===== config.mk =====
export PLATFORM = sky130hd
export DESIGN_NAME = pirs_regs
export DESIGN_NICKNAME = d
export VERILOG_FILES = /design/src/verilog/pirs_regs.v /design/src/verilog/pirs_sticky_bit.v
export VERILOG_INCLUDE_DIRS = /design/src /design/src/common
export SDC_FILE = /design/constraint.sdc
export NUM_CORES = 1
export LEC_CHECK = 0
export ABC_AREA = 0
export BUFFER_PORTS_ARGS = -buffer_cell sky130_fd_sc_hd__buf_2
export CAP_MARGIN = 20
export CORE_MARGIN = 5
export CORE_UTILIZATION = 25
export CTS_CLUSTER_SIZE = 12
export DETAILED_ROUTE_END_ITERATION = 16
export HOLD_SLACK_MARGIN = 0.02
export PLACE_DENSITY = 0.78
export SLEW_MARGIN = 5
export SYNTH_ARGS = -nofsm -noshare
export SYNTH_HDL_FRONTEND = slang
export SYNTH_SLANG_ARGS = --single-unit

===== constraint.sdc =====
create_clock -name clk -period 3.15 [get_ports clk]
set_clock_uncertainty 0.05 [all_clocks]
set_input_delay 0.945 -clock clk [delete_from_list [all_inputs] [get_ports clk]]
set_output_delay 0.945 -clock clk [all_outputs]
set_load 0.02 [all_outputs]

===== src/common/pirs_defs.vh =====
// register offsets, field positions and reset values for the irq and reset status bank
`ifndef PIRS_DEFS_VH
`define PIRS_DEFS_VH

`define PIRS_OFF_FLAG      12'h00C
`define PIRS_OFF_ENABLE    12'h08C
`define PIRS_OFF_POWER     12'h08E

// 0x08e is not word aligned, so each offset is a word index: byte address is four times it
`define PIRS_ADDR_FLAG     12'h030
`define PIRS_ADDR_ENABLE   12'h230
`define PIRS_ADDR_POWER    12'h238

`define PIRS_BIT_ADC       6
`define PIRS_BIT_POR       1
`define PIRS_BIT_PERIPH_EN 6
`define PIRS_BIT_GLOBAL_EN 7

`define PIRS_RST_ENABLE    1'b0
`define PIRS_RST_FLAG      1'b0
`define PIRS_RST_POR       1'b0

`endif


===== src/verilog/pirs_regs.v =====
// apb register bank: adc irq enable, adc done flag, power-on reset status
//
// The APB register port was left to the implementer.
`timescale 1ns/1ps
`include "pirs_defs.vh"
module pirs_regs
(
    input  wire        clk,
    input  wire        rst_n,
    input  wire        por_n,
    input  wire        psel,
    input  wire        penable,
    input  wire        pwrite,
    input  wire [11:0] paddr,
    input  wire [31:0] pwdata,
    input  wire [3:0]  pstrb,
    output wire        pready,
    output reg  [31:0] prdata,
    output wire        pslverr,
    input  wire        adc_conv_done,
    input  wire [7:0]  main_irq_control_reg,
    output wire        adc_irq_req,
    output wire        adc_irq_enable,
    output wire        adc_done_flag,
    output wire        poweron_reset_flag
);
    reg  adc_irq_enable_q;
    reg  por_flag_q;
    wire access;
    wire wr;
    wire hit_flag;
    wire hit_enable;
    wire hit_power;
    wire hit_any;
    wire lane0;
    reg  [7:0] next_rdata;

    // zero wait states: every access completes in its first access cycle
    assign access     = psel & penable;
    assign pready     = 1'b1;
    assign hit_flag   = (paddr == `PIRS_ADDR_FLAG);
    assign hit_enable = (paddr == `PIRS_ADDR_ENABLE);
    assign hit_power  = (paddr == `PIRS_ADDR_POWER);
    assign hit_any    = hit_flag | hit_enable | hit_power;
    assign pslverr    = access & ~hit_any;
    assign wr         = access & pwrite;
    // all bits sit in the low byte lane
    assign lane0      = pstrb[0];

    // enable register; only bit 6 is storage
    always @(posedge clk or negedge rst_n)
    begin
        if (!rst_n)
            adc_irq_enable_q <= `PIRS_RST_ENABLE;
        else if (wr & hit_enable & lane0)
            adc_irq_enable_q <= pwdata[`PIRS_BIT_ADC];
    end

    // flag: sticky, set wins, cleared only by a software write or by rst_n
    pirs_sticky_bit u_adc_flag
    (
        .clk     (clk),
        .rst_n   (rst_n),
        .set_evt (adc_conv_done),
        .wr_en   (wr & hit_flag & lane0),
        .wr_val  (pwdata[`PIRS_BIT_ADC]),
        .q       (adc_done_flag)
    );

    // por flag lives on the power-on reset only; rst_n (pin or watchdog) leaves it alone
    always @(posedge clk or negedge por_n)
    begin
        if (!por_n)
            por_flag_q <= `PIRS_RST_POR;
        else if (rst_n & wr & hit_power & lane0)
            por_flag_q <= pwdata[`PIRS_BIT_POR];
    end

    assign adc_irq_enable     = adc_irq_enable_q;
    assign poweron_reset_flag = por_flag_q;

    assign adc_irq_req = adc_done_flag & adc_irq_enable_q
                       & main_irq_control_reg[`PIRS_BIT_PERIPH_EN]
                       & main_irq_control_reg[`PIRS_BIT_GLOBAL_EN];

    // read mux: unimplemented bits stay zero
    always @*
    begin
        next_rdata = 8'h00;
        if (hit_flag)
            next_rdata[`PIRS_BIT_ADC] = adc_done_flag;
        else if (hit_enable)
            next_rdata[`PIRS_BIT_ADC] = adc_irq_enable_q;
        else if (hit_power)
            next_rdata[`PIRS_BIT_POR] = por_flag_q;
    end

    // registered read data, loaded in the setup cycle so it is valid in access
    always @(posedge clk or negedge rst_n)
    begin
        if (!rst_n)
            prdata <= 32'h0000_0000;
        else if (psel & ~penable & ~pwrite)
            prdata <= {24'h00_0000, next_rdata};
    end
endmodule


===== src/verilog/pirs_sticky_bit.v =====
// one sticky flag bit: hardware set wins over software write
`timescale 1ns/1ps
module pirs_sticky_bit
(
    input  wire clk,
    input  wire rst_n,
    input  wire set_evt,
    input  wire wr_en,
    input  wire wr_val,
    output reg  q
);
    // set has priority, so an event in a clearing cycle is kept
    always @(posedge clk or negedge rst_n)
    begin
        if (!rst_n)
            q <= 1'b0;
        else if (set_evt)
            q <= 1'b1;
        else if (wr_en)
            q <= wr_val;
    end
endmodule


Word level (Yosys, flattened, before mapping)

Cells that the tools add are included.

Flip-flop bits (word level): 5
Latch bits: 0
Memory bits (writable): 0
Memory bits (read-only): 0
Input bits: 63
Output and inout bits: 38
Word-level logic and storage cells: 35
Memories: 0

Add/sub/neg operators: 0
$mul: 0
Div/mod/pow operators: 0
Magnitude comparators: 0
Equal/unequal tests: 3
Shifts and indexed selects: 0
Multiplexer cells: 7
Bitwise gates (word level): 20
Reduce and logical (&&, ||, !) cells: 1

Operators by type and width:

| cell                   | number |
|---|---|
| $eq A12 B10 Y1 const B | 2 |
| $and A1 B1 Y1          | 15 |
| $eq A12 B6 Y1 const B  | 1 |
| $mux W1                | 7 |
| $not A1 Y1             | 3 |
| $or A1 B1 Y1           | 2 |
| $reduce_bool A2 Y1     | 1 |

Logic depth before layout (Yosys ltp)

Gate-level depths: netlist of the first run.

Depth in word-level cells: 6
Gate-level depth with buffers: 4
Gate-level depth less buffers: 4

By module

Synthesis of the first run repeated with hierarchy kept, for this count alone.

Cell total of the unflattened synthesis: 64
Area total of the unflattened synthesis: 556.8 µm²

Modules (own cells, without submodules):

| module          | times used | cells an instance | area each (µm²) | seq. area each (µm²) |
|---|---|---|---|---|
| pirs_regs       | 1          | 61                | 516.7           | 100.1 |
| pirs_sticky_bit | 1          | 3                 | 40.0            | 25.0 |

Least setup slack after synthesis of the first run

OpenSTA, ideal clock, no wires.

Kind: input to output
Start point: input port paddr[1]
End point: output port pslverr
Arrival: 1,668 ps
Required time: 2,155 ps
Setup slack: 487 ps
Stages: 4
Buffers on the path: 0
Cells stage by stage: nor4b_2 nand4b_2 a21oi_1 nor2_1

Word-level cells in the longest chain between the ends: 5
Elaborated cells between the ends (all ways): 7
Those cells by class: eq/ne (3); bitwise (4)

Ends and longest elaborated chain:

| item                                                      | RTL line       | RTL |
|---|---|---|
| from (decl)                                               | pirs_regs.v:14 | `input wire [11:0] paddr,` |
| $eq A12 B6 Y1 (no line) or $eq A12 B10 Y1 (tied branches) | --             |  |
| $or A1 B1 Y1                                              | pirs_regs.v:44 | `assign hit_any = hit_flag \| hit_enable \| hit_power;` |
| $or A1 B1 Y1 *                                            | pirs_regs.v:44 |  |
| $not A1 Y1 *                                              | pirs_regs.v:45 | `assign pslverr = access & ~hit_any;` |
| $and A1 B1 Y1 *                                           | pirs_regs.v:45 |  |
| to (decl)                                                 | pirs_regs.v:19 | `output wire pslverr,` |

Mark *: on every way between the ends. The rest lies on a longest branch, timed or not.

Worst setup path after layout of the first run

Ends and elaborated chain as after synthesis.

==> results of run 1 <==
==> cell usage after synthesis <==
master     n  share of area
buf_4     31           0.41
nor4_4     1          0.038
inv_1      1         0.0066
nor3_1     1         0.0089
nor2_1     3          0.020
nor4b_2    1          0.027
conb_1     2          0.013
and4_1     1          0.016
dfrtp_1    5           0.22
or3b_2     1          0.016
nor4_1     1          0.011
mux2_2     2          0.040
o31ai_1    1          0.013
mux2i_1    2          0.035
o41ai_1    1          0.016
nand4b_2   1          0.027
nand2_1    3          0.020
nand3_1    2          0.018
nand4_1    1          0.011
a21oi_1    1         0.0089
nor4_2     1          0.022
==> area by class of cell <==
class | instances | area (sq um)
clock buffer | 4 | 26.3
fill | 250 | 1530
sequential | 5 | 125
inverter | 1 | 3.75
tap | 28 | 35.0
multi-input combinational | 55 | 312
timing repair buffer | 31 | 158
==> cells by family after synthesis <==
family,after synthesis,synth area share
buf+inv,32,0.419
mux,4,0.0754
compound gates,3,0.0377
other cells,2,0.0133
flops,5,0.222
simple gates,17,0.233
==> path summary, 6_finish.rpt <==
path | end | depth (start not counted) | start | slack [ns]
min reg2reg | prdata[6] | 2 | prdata[6] | 0.42
max in group asynchronous | u_adc_flag.q | 1 | rst_n | 2.47
min in group asynchronous | poweron_reset_flag | 1 | por_n | 0.43
max reg2reg | prdata[6] | 2 | adc_irq_enable | 2.29
max | pslverr | 6 | paddr[1] | 0.34
min | prdata[6] | 2 | prdata[6] | 0.42
==> metrics by stage <==
| stage | utilization | instances | power [mW] | setup WS (ns) |
|---|---|---|---|---|
| floorplan | - | 92 | 0.133 | 0.487 |
| global placement | 0.289 | 120 | 0.123 | 0.333 |
| detailed placement | 0.289 | 120 | 0.124 | 0.330 |
| CTS | 0.301 | 124 | 0.199 | 0.330 |
| global route | 0.301 | 124 | 0.211 | 0.256 |
| finish | 0.301 | 124 | 0.195 | 0.344 |
==> power groups by stage <==
stage	logic, mW	clock network, mW	registers (mW)
floorplan	0.0679	0	0.0655
finish	0.0595	0.0713	0.0645
detailed placement	0.0584	0	0.0654
CTS	0.0585	0.0761	0.0645
global placement	0.0579	0	0.0654
global route	0.0643	0.0826	0.0644
==> worst max-delay path, delay by kind of cell <==
kind            cells  cell delay, ns
simple gates        3            0.47
compound gates      1            0.14
buf+inv             2            0.25
==> sequential cells by signal, indices dropped and copies added (netlist names) <==
signal	count
prdata	2
adc_irq_enable	1
u_adc_flag.q	1
poweron_reset_flag	1
==> per-layer routing <==
layer	global-route usage	vias to the layer above	share of wire	wire (um)
li1	-	220	-	-
met1	0.0563	194	0.27	299
met2	0.110	27	0.57	640
met3	0.0249	0	0.17	189
met4	0.0497	0	0	0
met5	0	-	0	0
==> flow_summary_export.csv, run 1 <==
group,metric,value,unit
worst_setup_path,slowest_delay,0.28,ns
worst_setup_path,end_kind,"output pin",
die,initial_core_util,0.258,
clock_tree,cts_tree,"built",
power_and_ir_drop,p_per_area,296,mW/mm^2
sta,final.setup.tns,0,ns
worst_setup_path,cp.required,2.15,ns
synthesis,yosysWarnings,0,
routing,drt_pass1_iterations,3,
worst_setup_path,path_class,"input pin to output pin",
synthesis,postSynthCellCount,63,
clock_tree,cts_setup_buffers,0,
final_layout,layout_common_cells,"conb_1 (31), buf_2 (30), dfrtp_1 (5)",
placed_design,gp_congestion,0.755,
die,rows,17,
die,die_w,57.5,um
synthesis,seq_area_frac_synth,0.222,
routing,totalWireLength,1130,um
worst_setup_path,cp_max_fo,2,
power_and_ir_drop,p_int,0.126,mW
routing,routedWlPerCell,9.10,um
min_path,hold_path.class,"flop to flop",
final_layout,synthToLayoutAreaGrowth,16.9,%
power_and_ir_drop,p_sw,0.0691,mW
worst_setup_path,cp-start-kind,"input pin",
routing,via_count,441,
grt,grt_usage,0.0626,
final_layout,nets,160,
sta,slew_viol_final,0,
sta,finalCritPeriodShare,0.891,
routing,drc,0,
synthesis,synth_area,564,sq um
synthesis,netlist-cell-type-count,21,
grt,antenna_found_initial,0,
sta,hold_viol_final,0,
clock_tree,cts-resized-gates,0,
sta,setup_viol,0,
grt,grt_pass1_vias,400,
clock_tree,hold_buffers,0,
die,top_level_ports,101,
grt,grt_first_pass_wirelength,1560,um
run_status,status,"complete, no violations",
power_and_ir_drop,ir_drop,0.108,mV
worst_setup_path,crit_chain,"buf_2, nor4b_2, nand4b_2, a21oi_1, nor2_1, buf_2",
sta,period_needed,2.81,ns
job,maxCapViolations,0,
worst_setup_path,arrival,1.81,ns
grt,overflow,0,
power_and_ir_drop,clockPowerShare,0.365,
die,coreArea,0.00219,sq mm
final_layout,layout_commonest_cell,"conb_1",
synthesis,synth.ff_latch_count,5,
clock_tree,clkTransAtPathRegs,0.04,ns
clock_tree,root_buffer,"clkbuf_4",
final_layout,diodes,0,
power_and_ir_drop,combPwrFrac,0.305,
routing,viasPerCell,3.56,
worst_setup_path,crit_slowest_cell,"nor4b_2",
worst_setup_path,crit_top_cell,"buf_2",
sta,whs,0.415,ns
power_and_ir_drop,p_leak,0.370,nW
placed_design,dp_hpwl,1060,um
placed_design,place_area,633,sq um
sta,rsz0062_at_grt,"no",
die,die_height,57.5,um
power_and_ir_drop,power_frac_seq,0.330,
clock_tree,h-tree-depth,1,
final_layout,drive_gt1_frac,0.427,
sta,max_clock_freq,356,MHz
routing,ant_nets,0,
grt,grt_max_degree,7,
clock_tree,cts_made_buffers,3,
synthesis,avgSynthCellArea,8.96,sq um
die,die_area,0.00331,sq mm
clock_tree,clockBufferDepth,2,
final_layout,stdcell_area,659,sq um
clock_tree,clock_latency,0.23,ns
placed_design,io_buffers,30,
clock_tree,cts_sinks,5,
power_and_ir_drop,swShare,0.354,
routing,drt-initial-drc-count,5,
No activity file was read; power rests on OpenSTA's default activity.
==> run 2: changes to the inputs <==
--- a/config.mk
+++ b/config.mk
@@ -10,11 +10,11 @@
 export BUFFER_PORTS_ARGS = -buffer_cell sky130_fd_sc_hd__buf_2
 export CAP_MARGIN = 20
 export CORE_MARGIN = 5
-export CORE_UTILIZATION = 25
-export CTS_CLUSTER_SIZE = 12
+export CORE_UTILIZATION = 28
+export CTS_CLUSTER_SIZE = 25
 export DETAILED_ROUTE_END_ITERATION = 16
 export HOLD_SLACK_MARGIN = 0.02
-export PLACE_DENSITY = 0.78
+export PLACE_DENSITY = 0.85
 export SLEW_MARGIN = 5
 export SYNTH_ARGS = -nofsm -noshare
 export SYNTH_HDL_FRONTEND = slang
==> run 2 against run 1 <==
Against the previous run:
- sequential power about the same
- critical path depth unchanged
- sequential share of layout area about the same
- largest cell class unchanged
==> flow_summary_export.csv, run 2 (same netlist as run 1, synthesis figures left out) <==
group,metric,value,unit
final_layout,largest_reg_flops,2,
clock_tree,clkTransAtPathRegs,0.04,ns
power_and_ir_drop,p_sw,0.0684,mW
final_layout,layout_commonest_cell,"conb_1",
grt,grt_max_degree,7,
grt,grt_pass1_vias,385,
die,die_w,54.9,um
final_layout,drive_gt1_frac,0.427,
power_and_ir_drop,p_int,0.126,mW
die,initial_core_util,0.291,
clock_tree,cts_made_buffers,3,
placed_design,dp_hpwl,1100,um
power_and_ir_drop,power_frac_seq,0.332,
sta,slew_viol_final,0,
die,die_area,0.00301,sq mm
job,maxCapViolations,0,
grt,overflow,0,
clock_tree,clockBufferDepth,2,
clock_tree,cts_tree,"built",
die,die_height,54.9,um
die,rows,16,
routing,ant_nets,0,
grt,grt_first_pass_wirelength,1540,um
power_and_ir_drop,ir_drop,0.0972,mV
worst_setup_path,r2r_cells,2,
final_layout,nets,160,
power_and_ir_drop,clockPowerShare,0.361,
die,coreArea,0.00194,sq mm
sta,max_clock_freq,358,MHz
worst_setup_path,path_class,"input pin to output pin",
final_layout,regMostFlops,"prdata",
grt,grt_usage,0.0744,
sta,final.setup.tns,0,ns
run_status,status,"complete, no violations",
sta,finalCritPeriodShare,0.887,
clock_tree,hold_buffers,0,
die,top_level_ports,101,
routing,routedWlPerCell,9.71,um
clock_tree,root_buffer,"clkbuf_4",
routing,drt_pass1_iterations,3,
worst_setup_path,end_kind,"output pin",
routing,viasPerCell,3.53,
clock_tree,clock_latency,0.23,ns
final_layout,layout_common_cells,"conb_1 (31), buf_2 (30), dfrtp_1 (5)",
worst_setup_path,cp-start-kind,"input pin",
routing,drc,0,
power_and_ir_drop,total_power,0.195,mW
sta,setup_viol,0,
sta,whs,0.427,ns
placed_design,gp_congestion,0.781,
final_layout,diodes,0,
min_path,hold_path.class,"input pin to async pin",
routing,drt-initial-drc-count,3,
routing,via_count,434,
grt,antenna_found_initial,0,
clock_tree,h-tree-depth,1,
power_and_ir_drop,p_per_area,296,mW/mm^2
worst_setup_path,cp.required,2.15,ns
final_layout,synthToLayoutAreaGrowth,16.6,%
power_and_ir_drop,p_leak,0.370,nW
power_and_ir_drop,swShare,0.352,
worst_setup_path,cp_max_fo,2,
sta,period_needed,2.79,ns
clock_tree,cts-resized-gates,0,
sta,hold_viol_final,0,
sta,rsz0062_at_grt,"no",
clock_tree,cts_setup_buffers,0,
clock_tree,cts_sinks,5,
power_and_ir_drop,combPwrFrac,0.307,
placed_design,io_buffers,30,
routing,totalWireLength,1190,um
worst_setup_path,arrival,1.80,ns
-- run 2: routing by layer --
| layer | wire [um] | global-route usage | up-vias |
|---|---|---|---|
| li1 | - | - | 218 |
| met1 | 334 | 0.0638 | 187 |
| met2 | 658 | 0.142 | 29 |
| met3 | 200 | 0.0268 | 0 |
| met4 | 0 | 0.0486 | 0 |
| met5 | 0 | 0 | - |
-- run 2: final timing paths --
kind | startpoint | to | slack [ns]
max | paddr[1] | pslverr | 0.36
min | por_n | poweron_reset_flag | 0.43
max reg2reg | adc_irq_enable | prdata[6] | 2.25
min reg2reg | prdata[6] | prdata[6] | 0.44
max in group asynchronous | rst_n | prdata[1] | 2.47
min in group clk | prdata[6] | prdata[6] | 0.44
-- run 2: area by class of cell --
cell class / instances / area, sq um
multi-input cells: 55 / 312
clock buffers: 4 / 26.3
flip-flops and latches: 5 / 125
inverters: 1 / 3.75
fillers: 211 / 1280
repair buffers: 31 / 158
well taps: 27 / 33.8
-- run 2: critical path: stages --
cell and delay [ns]:
buf_2 0.10, nor4b_2 0.29, nand4b_2 0.14, a21oi_1 0.13, nor2_1 0.05, buf_2 0.15
-- run 2: through the flow --
step | std cells | util | setup WS (ns) | cell area (sq um)
floorplan | 92 | - | 0.487 | 673
global placement | 119 | 0.325 | 0.345 | 632
detailed placement | 119 | 0.325 | 0.346 | 632
CTS | 123 | 0.339 | 0.344 | 658
global route | 123 | 0.339 | 0.251 | 658
finish | 123 | 0.339 | 0.357 | 658
-- run 2: power groups by stage --
stage / Clock (mW) / Sequential [mW] / Combinational (mW)
floorplan: 0 / 0.0655 / 0.0679
global placement: 0 / 0.0654 / 0.0577
detailed placement: 0 / 0.0654 / 0.0585
CTS: 0.0738 / 0.0646 / 0.0586
global route: 0.0765 / 0.0645 / 0.0660
finish: 0.0703 / 0.0646 / 0.0597
